--- src/core/pdc_pkg.sv ---
// Constants and carrier types for the paged dual down-counter.
// Assumes a byte-wide register port with a 4-bit offset on one clock.
package pdc_pkg;

  // Register offsets within the page window
  localparam logic [3:0] OFF_BYTE_LOW  = 4'hC;
  localparam logic [3:0] OFF_BYTE_MID  = 4'hD;
  localparam logic [3:0] OFF_BYTE_HIGH = 4'hE;
  localparam logic [3:0] OFF_COMMAND   = 4'hF;

  // Page that shows the counter map
  localparam logic PAGE_COUNTER = 1'b0;

  // Command register field positions
  localparam int BIT_COUNTER_SELECT = 7;
  localparam int BIT_LATCH_CMD      = 6;
  localparam int BIT_GATE_OFF_CMD   = 5;
  localparam int BIT_GATE_ON_CMD    = 4;
  localparam int BIT_COUNT_STOP_CMD = 3;
  localparam int BIT_COUNT_RUN_CMD  = 2;
  localparam int BIT_LOAD_CMD       = 1;
  localparam int BIT_ZERO_CMD       = 0;

  // Widths and reset values
  localparam int         MAX_W        = 24;
  localparam int         CNT0_W_DEF   = 24;
  localparam int         CNT1_W_DEF   = 16;
  localparam int         SYNC_STAGES  = 3;
  localparam logic [7:0] BYTE_RESET   = 8'h00;
  localparam logic [7:0] READ_FILL    = 8'h00;
  localparam logic [23:0] COUNT_RESET = 24'h00_0000;

  // One register access on the byte port
  typedef struct packed {
    logic       wr;
    logic       rd;
    logic [3:0] addr;
    logic [7:0] data;
  } bus_req_t;

  // Per-counter control flags
  typedef struct packed {
    logic gateOn;
    logic countRun;
  } ctr_ctl_t;

  localparam ctr_ctl_t CTL_RESET = '{gateOn: 1'b0, countRun: 1'b0};

endpackage

--- src/core/paged_dual_down_counter.sv ---
// Paged dual down-counter: a 24-bit and a 16-bit counter behind a
// byte-wide register window (staging bytes plus a command register).
// Assumes the host drives busReq on mclk and the page bit as a level;
// count pulses and gates arrive asynchronously on pins.
//
// Notes on behaviour
// - Low staging write fills a hidden load byte, counter untouched.
// - Staging byte reads return last latched byte, not written value.
// - Byte at 13 is counter 1 high, counter 0 middle byte.
// - Counter 0 is 24 bits, counter 1 is 16; byte 14 counter 0 only.
// - Loading counter 1 ignores staging byte 14.
// - Command bit 7 selects counter; set bits run, but clear beats load, gate-off beats gate-on, stop beats run.
// - Latch copies counter into readback; read low, middle, high.
// - Counter 1 latch leaves readback byte 14 from counter 0.
// - With gating on, counting only while that gate is high.
// - Gate-off makes counting independent of the gate level.
// - Count-run makes counter decrement once per input pulse.
// - Count-stop makes counter ignore pulses and hold.
// - Load moves staged bytes in: three for 0, two for 1.
// - Clear sets selected counter to zero at once.
// - Staging bytes are independent and written in any order.
module paged_dual_down_counter
  import pdc_pkg::*;
#(
  parameter int CNT0_W = CNT0_W_DEF,
  parameter int CNT1_W = CNT1_W_DEF
) (
  input  wire logic        mclk,
  input  wire logic        rst,
  input  wire logic        ce,
  input  wire logic        pageSel,
  input  wire bus_req_t    busReq,
  output logic      [7:0]  rdData,
  input  wire logic [1:0]  countPulse,
  input  wire logic        externalGateFirst,
  input  wire logic        externalGateSecond,
  output logic      [23:0] count0Value,
  output logic      [15:0] count1Value
);

  // Widths beyond the byte lanes cannot be staged or latched
  if (CNT0_W < 17 || CNT0_W > MAX_W) begin : g_chk0
    $error("CNT0_W must lie in 17..24");
  end
  if (CNT1_W < 9 || CNT1_W > 16) begin : g_chk1
    $error("CNT1_W must lie in 9..16");
  end

  // Keep a value within the width of counter idx
  function automatic logic [23:0] clip(input logic [23:0] v,
                                       input logic        idx);
    logic [23:0] m;
    m = idx ? ((24'h00_0001 << CNT1_W) - 24'h00_0001)
            : ((24'h00_0001 << CNT0_W) - 24'h00_0001);
    return v & m;
  endfunction

  // Staging byte index for offsets 12..14
  function automatic logic [1:0] byteIdx(input logic [3:0] a);
    logic [3:0] d;
    d = a - OFF_BYTE_LOW;
    return d[1:0];
  endfunction

  logic [1:0]  pulseRise;
  logic [1:0]  gateLevelSync;
  logic        pageHit;
  logic        stageWr;
  logic        cmdWr;
  logic [7:0]  cmd;
  logic        cmdSel;
  logic [1:0]  tick;
  logic [23:0] staged;
  logic [7:0]  stageQ [3];
  logic [7:0]  latchQ [3];
  logic [23:0] ctrQ   [2];
  ctr_ctl_t    ctlQ   [2];
  logic [7:0]  rdDataQ;

  // Pulses cross into mclk through three stages each; only their
  // rising edges matter, so the filtered level is left open
  pin_sync3 #(.W(2)) u_pulseSync (
    .mclk  (mclk),
    .rst   (rst),
    .ce    (ce),
    .pinIn (countPulse),
    .level (),
    .rise  (pulseRise)
  );

  // Gates only matter as levels
  pin_sync3 #(.W(2)) u_gateSync (
    .mclk  (mclk),
    .rst   (rst),
    .ce    (ce),
    .pinIn ({externalGateSecond, externalGateFirst}),
    .level (gateLevelSync),
    .rise  ()
  );

  // Window decode; page 1 belongs to calibration logic elsewhere
  assign pageHit = (pageSel == PAGE_COUNTER);
  assign stageWr = ce & busReq.wr & pageHit &
                   (busReq.addr >= OFF_BYTE_LOW) &
                   (busReq.addr <= OFF_BYTE_HIGH);
  assign cmdWr   = ce & busReq.wr & pageHit &
                   (busReq.addr == OFF_COMMAND);
  assign cmd     = busReq.data;
  assign cmdSel  = cmd[BIT_COUNTER_SELECT];
  assign staged  = {stageQ[2], stageQ[1], stageQ[0]};

  // Staging bytes; each write touches only its own byte
  // Nothing here reaches a counter until a load command
  always_ff @(posedge mclk or posedge rst) begin
    if (rst) begin
      for (int b = 0; b < 3; b++) begin
        stageQ[b] <= BYTE_RESET;
      end
    end else if (stageWr) begin
      stageQ[byteIdx(busReq.addr)] <= busReq.data;
    end
  end

  // Counting qualified by run flag and, if enabled, the gate
  // Gate is the synchronised level, so it lags the pin by four cycles
  always_comb begin
    for (int i = 0; i < 2; i++) begin
      tick[i] = pulseRise[i] & ctlQ[i].countRun &
                (~ctlQ[i].gateOn | gateLevelSync[i]);
    end
  end

  // Per-counter control flags and value; clear and load beat pulses
  for (genvar i = 0; i < 2; i++) begin : g_ctr
    logic hitCmd;
    assign hitCmd = cmdWr & (cmdSel == 1'(i));

    // Each operation bit acts alone; others are left alone
    always_ff @(posedge mclk or posedge rst) begin
      if (rst) begin
        ctlQ[i] <= CTL_RESET;
      end else if (hitCmd) begin
        if (cmd[BIT_GATE_ON_CMD]) begin
          ctlQ[i].gateOn <= 1'b1;
        end
        if (cmd[BIT_GATE_OFF_CMD]) begin
          ctlQ[i].gateOn <= 1'b0;
        end
        if (cmd[BIT_COUNT_RUN_CMD]) begin
          ctlQ[i].countRun <= 1'b1;
        end
        if (cmd[BIT_COUNT_STOP_CMD]) begin
          ctlQ[i].countRun <= 1'b0;
        end
      end
    end

    // Clear outranks load, load outranks a pulse in the same cycle
    always_ff @(posedge mclk or posedge rst) begin
      if (rst) begin
        ctrQ[i] <= COUNT_RESET;
      end else if (ce) begin
        if (hitCmd && cmd[BIT_ZERO_CMD]) begin
          ctrQ[i] <= COUNT_RESET;
        end else if (hitCmd && cmd[BIT_LOAD_CMD]) begin
          ctrQ[i] <= clip(staged, 1'(i));
        end else if (tick[i]) begin
          ctrQ[i] <= clip(ctrQ[i] - 24'h00_0001, 1'(i));
        end
      end
    end
  end

  // Latch snapshot; counter 1 leaves the high byte alone, so byte 14
  // still shows the last counter 0 snapshot afterwards
  always_ff @(posedge mclk or posedge rst) begin
    if (rst) begin
      for (int b = 0; b < 3; b++) begin
        latchQ[b] <= BYTE_RESET;
      end
    end else if (cmdWr && cmd[BIT_LATCH_CMD]) begin
      latchQ[0] <= ctrQ[cmdSel][7:0];
      latchQ[1] <= ctrQ[cmdSel][15:8];
      if (!cmdSel) begin
        latchQ[2] <= ctrQ[0][23:16];
      end
    end
  end

  // Registered read data; holds until the next read
  // Offset 15 and page 1 read as fill; the command register is write-only
  always_ff @(posedge mclk or posedge rst) begin
    if (rst) begin
      rdDataQ <= READ_FILL;
    end else if (ce && busReq.rd) begin
      if (pageHit && busReq.addr >= OFF_BYTE_LOW &&
          busReq.addr <= OFF_BYTE_HIGH) begin
        rdDataQ <= latchQ[byteIdx(busReq.addr)];
      end else begin
        rdDataQ <= READ_FILL;
      end
    end
  end

  assign rdData      = rdDataQ;
  assign count0Value = ctrQ[0];
  assign count1Value = ctrQ[1][15:0];

  logic isLoad1;
  logic isLoad0;
  logic isLatch1;
  logic isLatch0;
  assign isLoad0  = cmdWr && cmd == 8'h02;
  assign isLoad1  = cmdWr && cmd == 8'h82;
  assign isLatch1 = cmdWr && cmd == 8'hC0;
  assign isLatch0 = cmdWr && cmd == 8'h40;
endmodule

--- src/core/pin_sync3.sv ---
// Three-stage synchroniser with agreement filter for pin inputs.
// Assumes pins are asynchronous to mclk; ce freezes every stage.
module pin_sync3
  import pdc_pkg::*;
#(
  parameter int W = 2
) (
  input  wire logic         mclk,
  input  wire logic         rst,
  input  wire logic         ce,
  input  wire logic [W-1:0] pinIn,
  output logic      [W-1:0] level,
  output logic      [W-1:0] rise
);

  logic [W-1:0] stage1Q;
  logic [W-1:0] stage2Q;
  logic [W-1:0] stage3Q;
  logic [W-1:0] levelQ;
  logic [W-1:0] riseQ;

  if (W < 1) begin : g_check
    $error("pin_sync3: W must be at least 1");
  end

  // Shift chain; first stage feeds only the second
  always_ff @(posedge mclk or posedge rst) begin
    if (rst) begin
      stage1Q <= '0;
      stage2Q <= '0;
      stage3Q <= '0;
    end else if (ce) begin
      stage1Q <= pinIn;
      stage2Q <= stage1Q;
      stage3Q <= stage2Q;
    end
  end

  // Level moves only once stages two and three agree
  always_ff @(posedge mclk or posedge rst) begin
    if (rst) begin
      levelQ <= '0;
      riseQ  <= '0;
    end else if (ce) begin
      for (int i = 0; i < W; i++) begin
        if (stage2Q[i] == stage3Q[i]) begin
          levelQ[i] <= stage3Q[i];
          riseQ[i]  <= stage3Q[i] & ~levelQ[i];
        end else begin
          riseQ[i] <= 1'b0;
        end
      end
    end
  end

  assign level = levelQ;
  assign rise  = riseQ;

endmodule

--- config.mk ---
export PLATFORM = sky130hd
export DESIGN_NAME = paged_dual_down_counter
export DESIGN_NICKNAME = d
export VERILOG_FILES = /design/src/core/pdc_pkg.sv /design/src/core/paged_dual_down_counter.sv /design/src/core/pin_sync3.sv
export SDC_FILE = /design/constraint.sdc
export NUM_CORES = 1
export LEC_CHECK = 0
export BUFFER_PORTS_ARGS = -buffer_cell sky130_fd_sc_hd__clkbuf_2
export CAP_MARGIN = 15
export CORE_ASPECT_RATIO = 1.75
export CORE_MARGIN = 5
export CORE_UTILIZATION = 62
export DETAILED_ROUTE_END_ITERATION = 8
export PLACE_DENSITY = 0.8
export SYNTH_ARGS = -nofsm -noshare
export SYNTH_HDL_FRONTEND = slang
export SYNTH_SLANG_ARGS = --single-unit
--- constraint.sdc ---
create_clock -name mclk -period 10.65 [get_ports mclk]
set_input_delay 1.5975 -clock mclk [delete_from_list [all_inputs] [get_ports mclk]]
set_output_delay 1.5975 -clock mclk [all_outputs]
set_load 0.05 [all_outputs]
## After elaboration in Yosys (flattened, before gate mapping)

Index checks and enable logic that the tools add are counted.

- Bits of input ports: 22
- Word-level logic and storage cells: 106
- Register bits: 118
- Output and inout bits: 48

- Reductions and logical operators: 24
- Magnitude comparators: 5
- Eq/ne operators: 5
- Bitwise operators: 23
- Multiplexer cells: 22
- $add $sub $neg: 3

Operators with widths:

| operator | number |
|---|---|
| $mux 16 | 6 |
| $mux 24 | 3 |
| $mux 8 | 4 |
| $bwmux 24 | 1 |
| $sub 24x1->24 const B | 1 |
| $reduce_and 2->1 | 11 |
| $bmux 8 s2 | 1 |
| $demux 8 s2 | 1 |
| $sub 16x1->16 const B | 1 |
| $and 1x1->1 | 13 |
| $logic_and 1x1->1 | 9 |
| $mux 1 | 6 |
| $not 1->1 | 6 |
| $reduce_bool 3->1 | 2 |
| $eq 1x1->1 | 4 |
| $eq 4x4->1 const B | 1 |
| $ge 4x4->1 const B | 1 |
| $le 4x4->1 const B | 1 |
| $reduce_bool 2->1 | 2 |
| $ge 3x3->1 const B | 1 |
| $lt 3x1->1 const B | 1 |
| $not 2->3 | 1 |
| $ge 2x2->1 const B | 1 |
| $not 1->2 | 1 |
| other kinds (2) | 3 |

## Logic depth before layout (Yosys ltp)

- Depth in word-level cells: 7
- Mapped depth: 7
- Mapped depth without buffers: 7

## Hierarchy

A second synthesis with hierarchy kept.

- Cell total of the unflattened synthesis: 631
- Area, all modules: 6247.2 um2

By module, submodules not included:

| module | area an instance (um2) | instances | cells each | seq. area each (um2) |
|---|---|---|---|---|
| paged_dual_down_counter | 5368.9 | 1 | 561 | 2502.4 |
| pin_sync3 | 439.2 | 2 | 35 | 250.2 |

## Worst setup path before layout

Ideal clock, no wire load.

- Path kind: input -> register
- Start: in pageSel
- End: reg ctrQ (netlist bit count1Value[11])
- Path buffers: 1
- Data arrival time: 2992 ps
- Data required time: 10529 ps
- Setup slack: 7536 ps
- Setup time: 121 ps
- Stages: 5
- Cell sequence: nand3b_1 > nor4_2 > clkbuf_1 > o31ai_1 > a22o_1

- Cells in the longest elaborated chain, start to end: 7
- Elaborated cells between the ends (all ways): 10
- Those cells by class: mux (2); bitwise (4); reduce/logical (4)

Ends and longest elaborated chain:

| item | RTL line | source |
|---|---|---|
| start, declared | paged_dual_down_counter.sv:31 | `input wire logic pageSel,` |
| $not 1->1 (*) | paged_dual_down_counter.sv:102 | `assign pageHit = (pageSel == PAGE_COUNTER);` |
| $and 1x1->1 (*) (2 in a row) | paged_dual_down_counter.sv:106 | `assign cmdWr = ce & busReq.wr & pageHit &` |
| $and 1x1->1 (*) | paged_dual_down_counter.sv:136 | `assign hitCmd = cmdWr & (cmdSel == 1'(i));` |
| $logic_and 1x1->1, on equally long branches | paged_dual_down_counter.sv:163, paged_dual_down_counter.sv:165 |  |
| $reduce_bool 3->1 (no source line) / $mux 16 (equally long branches) | -- |  |
| $reduce_and 2->1 (no source line) / $mux 16 (equally long branches) | -- |  |
| end signal, assigned by index | paged_dual_down_counter.sv:166 | `ctrQ[i] <= clip(staged, 1'(i));` |
| end signal, assigned by index | paged_dual_down_counter.sv:168 | `ctrQ[i] <= clip(ctrQ[i] - 24'h00_0001, 1'(i));` |
| end, declared | paged_dual_down_counter.sv:76 | `logic [23:0] ctrQ [2];` |

Every way passes the cells marked *; elsewhere a longest branch is shown, timed or not.
A chain may end at the register's enable or synchronous reset.

## Final worst setup path

- Start: in ce
- End: reg ctrQ (netlist bit count0Value[6])

- Cells in the longest elaborated chain, start to end: 7
- Elaborated cells between the ends (all ways): 10
- Those cells by class: mux (2); bitwise (4); reduce/logical (4)

Ends and longest elaborated chain:

| item | RTL line | source |
|---|---|---|
| start, declared | paged_dual_down_counter.sv:30 | `input wire logic ce,` |
| $and 1x1->1 (3 in a row) | paged_dual_down_counter.sv:106 |  |
| $and 1x1->1 | paged_dual_down_counter.sv:136 |  |
| $logic_and 1x1->1, on equally long branches | paged_dual_down_counter.sv:163, paged_dual_down_counter.sv:165 |  |
| $reduce_bool 3->1 (no source line) / $mux 24 (equally long branches) | -- |  |
| $reduce_and 2->1 (no source line) / $mux 24 (equally long branches) | -- |  |

Parallel ways exist; a longest one is shown, timed or not.

==> results.tsv <==
stage	metric	value	unit
floorplan	rows	47	
logic_synthesis	netlist_instances	592	
cts	htreeDepth	4	
critical_path	slowest_delay	0.65	ns
final_layout	layout-drive-gt1-share	23.6	%
logic_synthesis	synthTopCellsByCount	118 x dfrtp_1, 77 x o21ai_0, 52 x nand2_1	
sta	slew_headroom	26.3	%
final_layout	fillers	685	
logic_synthesis	synth.most_common_cell	dfrtp_1	
global_route	grt_max_degree	86	
cts	path_clk_slew	0.05	ns
global_route	gr-total-overflow	0	
placement	dp_hpwl	11600	µm
drt	finalWirelength	17000	µm
power	p_clk_share	38.4	%
logic_synthesis	syn_avg_cell_area	9.96	µm²
cts	cts_resized	0	
cts	clock_path_buffers	2	
logic_synthesis	synth_top_area_share	50.1	%
drt	dr.pass1.iters	5	
logic_synthesis	synth-edff-count	0	
floorplan	dieArea	0.0116	mm²
floorplan	core_region_area	0.00941	mm²
power	switching_share	33.9	%
logic_synthesis	yosysSeqAreaShare	50.1	%
critical_path	crit_type	in2reg	
logic_synthesis	async_flop_share	100	%
placement	gp_congestion	0.972	
critical_path	crit_path_top_delay_cell	clkbuf_2	
logic_synthesis	synth_ff_type	dfrtp_1	
drt	vias	5257	
critical_path	cp_max_fo	44	
logic_synthesis	yosysWarningCount	0	
final_layout	synthToLayoutAreaGrowth	17.9	%
final_layout	antennaDiodeCount	0	
cts	cts_buffers	17	
logic_synthesis	synth-seq-cells	118	
floorplan	die-height	139	µm
sta	finalCriticalPeriod	4.31	ns
placement	portBuffers	69	
drt	drt_iter0_drc	538	
sta	finalSetupViolCount	0	
global_route	grt_pass1_wl	26900	µm
cts	post-cts-setup-buffers	0	
critical_path	cp_data_arrival_time	4.62	ns
logic_synthesis	yosysTopAreaCell	dfrtp_1	
cts	clk_latency	0.41	ns
global_route	antenna_found_initial	0	
power	power_frac_seq	38.2	%
logic_synthesis	syn_nets	616	
drt	ant_nets	0	
power	power_density	220	mW/mm²
sta	min_period_over_period	40.5	%
cts	cts_tree	built	
floorplan	ios	70	
critical_path	start_kind	primary input	
cts	cts_hold_buf	0	
floorplan	initial_core_util	62.7	%
min_path	min_path_type	reg2reg	
sta	final_max_slew_viol_count	0	
sta	rsz0062_at_grt	no	
logic_synthesis	yosys.cell_types.count	50	
sta	finClkSkew	0.00788	ns
sta	fmax	0.232	GHz
power	power_frac_comb	23.3	%
global_route	groute.usage.overall	29.7	%
cts	cts-root-buf	clkbuf_16	
critical_path	r2r_slack	8.05	ns
outcome	status	completed	
global_route	first_global_vias	5237	
power	cellLeakagePower	3.15	nW
power	peakVddDrop	0.226	mV
final_layout	fin_nets	677	
critical_path	crit_family	simple AND/OR/NAND/NOR gates	
logic_synthesis	synthTopCellsByArea	dfrtp_1 50%, mux2_2 7.6%, o21ai_0 6.5%	
power	power.switching	0.000517	W
drt	drc	0	
power	internal-power	0.00101	W
cts	clock-sinks	118	
floorplan	fp.dieW	83.7	µm
job	drv_cap	0	
critical_path	path_buf_inv	1	
critical_path	cp_cell_sequence	clkbuf_2 > nand4_1 > nor3_2 > o21a_1 > nand2_1 > o32ai_1	
power	finalPower	0.00153	W
drt	viasPerCell	6.67	
logic_synthesis	syn_area	0.00590	mm²
critical_path	critPathCaptureType	register	
sta	timing.final.hold_violations	0	
drt	wl_per_cell	21.5	µm
sta	worstMarginPinSlew	1.10	ns
sta	tns	0	ns
critical_path	critical_path_required	10.96	ns
[registers in the layout, indices dropped and copies added (netlist names)]
register / count
u_pulseSync.rise: 2
u_pulseSync.stage2Q: 2
stageQ: 24
u_pulseSync.stage1Q: 2
u_gateSync.stage3Q: 2
ctlQ: 4
latchQ: 24
u_pulseSync.level: 2
u_gateSync.stage1Q: 2
u_gateSync.stage2Q: 2
rdData: 8
u_gateSync.level: 2
u_pulseSync.stage3Q: 2
count1Value: 16
count0Value: 24
[worst paths after layout]
kind | depth (start not counted) | endpoint | startpoint
max in group asynchronous | 4 | latchQ[13] | rst
min | 2 | latchQ[21] | latchQ[21]
min reg2reg | 2 | latchQ[21] | latchQ[21]
max | 6 | count0Value[6] | ce
min in group asynchronous | 2 | count0Value[2] | rst
max reg2reg | 5 | count0Value[6] | u_gateSync.level[0]
[cell families after synthesis]
group	Yosys count	synth area share (%)
AOI/OAI and AO/OA	184	18.7
adders and majority gates	2	0.424
buffers and inverters	55	3.84
DFF	118	50.1
muxes	65	11.9
and+or+nand+nor	168	15.0
[layout make-up]
class / instances / area (µm²) / area share (%)
Sequential cell: 118 / 2950 / 42.5
Inverter: 22 / 85.1 / 1.22
Clock buffer: 23 / 488 / 7.02
Tap cell: 122 / 153 / 2.20
Multi-Input combinational cell: 419 / 2730 / 39.3
Clock inverter: 9 / 123 / 1.76
Timing Repair Buffer: 75 / 418 / 6.01
[stage by stage]
stage                     util [%]  cell area (µm²)  cells  setup WS [ns]  hold slack (ns)
after floorplan                  -             5900    592           5.92            0.449
after global placement        66.9             6300    754           6.06            0.460
after detailed placement      66.9             6300    754           5.95            0.474
after CTS                     73.4             6910    786           6.40            0.490
after global routing          73.9             6950    788           6.11            0.501
final                         73.9             6950    788           6.34            0.485
[cell usage in the layout, fill, tap and decap left out, types with 2 or more instances in the layout]
master / count
nand4_1: 4
a22o_1: 12
clkbuf_8: 4
o21ai_0: 77
clkbuf_2: 69
nor4_4: 2
ha_1: 2
nor4_1: 18
a21oi_1: 48
nand2b_1: 2
nand3b_1: 2
a31oi_1: 3
o2bb2ai_1: 18
nor2b_1: 3
clkbuf_1: 2
o211ai_1: 3
nor3b_1: 4
and2_1: 2
nor3_1: 23
o31ai_1: 2
or4_1: 2
mux2_2: 40
dfrtp_1: 118
nand2_1: 52
nor4_2: 3
mux2i_1: 25
inv_1: 21
nor3_2: 2
a22oi_1: 5
o22ai_1: 7
nor2_1: 28
buf_4: 4
or3_1: 7
bufinv_16: 3
clkinv_2: 5
nand3_1: 7
nand4b_1: 2
clkbuf_16: 17
[worst reg2reg max path: stages, from the launching register on]
cell and delay (ns):
dfrtp_1 0.37, inv_1 0.05, a21oi_1 0.45, o21a_1 0.57
nand2_1 0.63, o32ai_1 0.43
[power groups by stage]
stage	Combinational [W]	Clock, W	Sequential [W]
finish	0.000356	0.000586	0.000584
floorplan	0.000185	0	0.000643
detailed placement	0.000348	0	0.000586
global route	0.000390	0.000614	0.000588
CTS	0.000353	0.000591	0.000579
global placement	0.000338	0	0.000583
[metal layers]
| metal | track usage [%] | wire length (µm) | vias to the layer above |
|---|---|---|---|
| li1 | - | - | 2317 |
| met1 | 33.4 | 5810 | 2576 |
| met2 | 49.0 | 8470 | 282 |
| met3 | 6.90 | 1180 | 82 |
| met4 | 21.1 | 1510 | 0 |
| met5 | 0 | 0 | - |
Power figures use the tool's default switching activity.
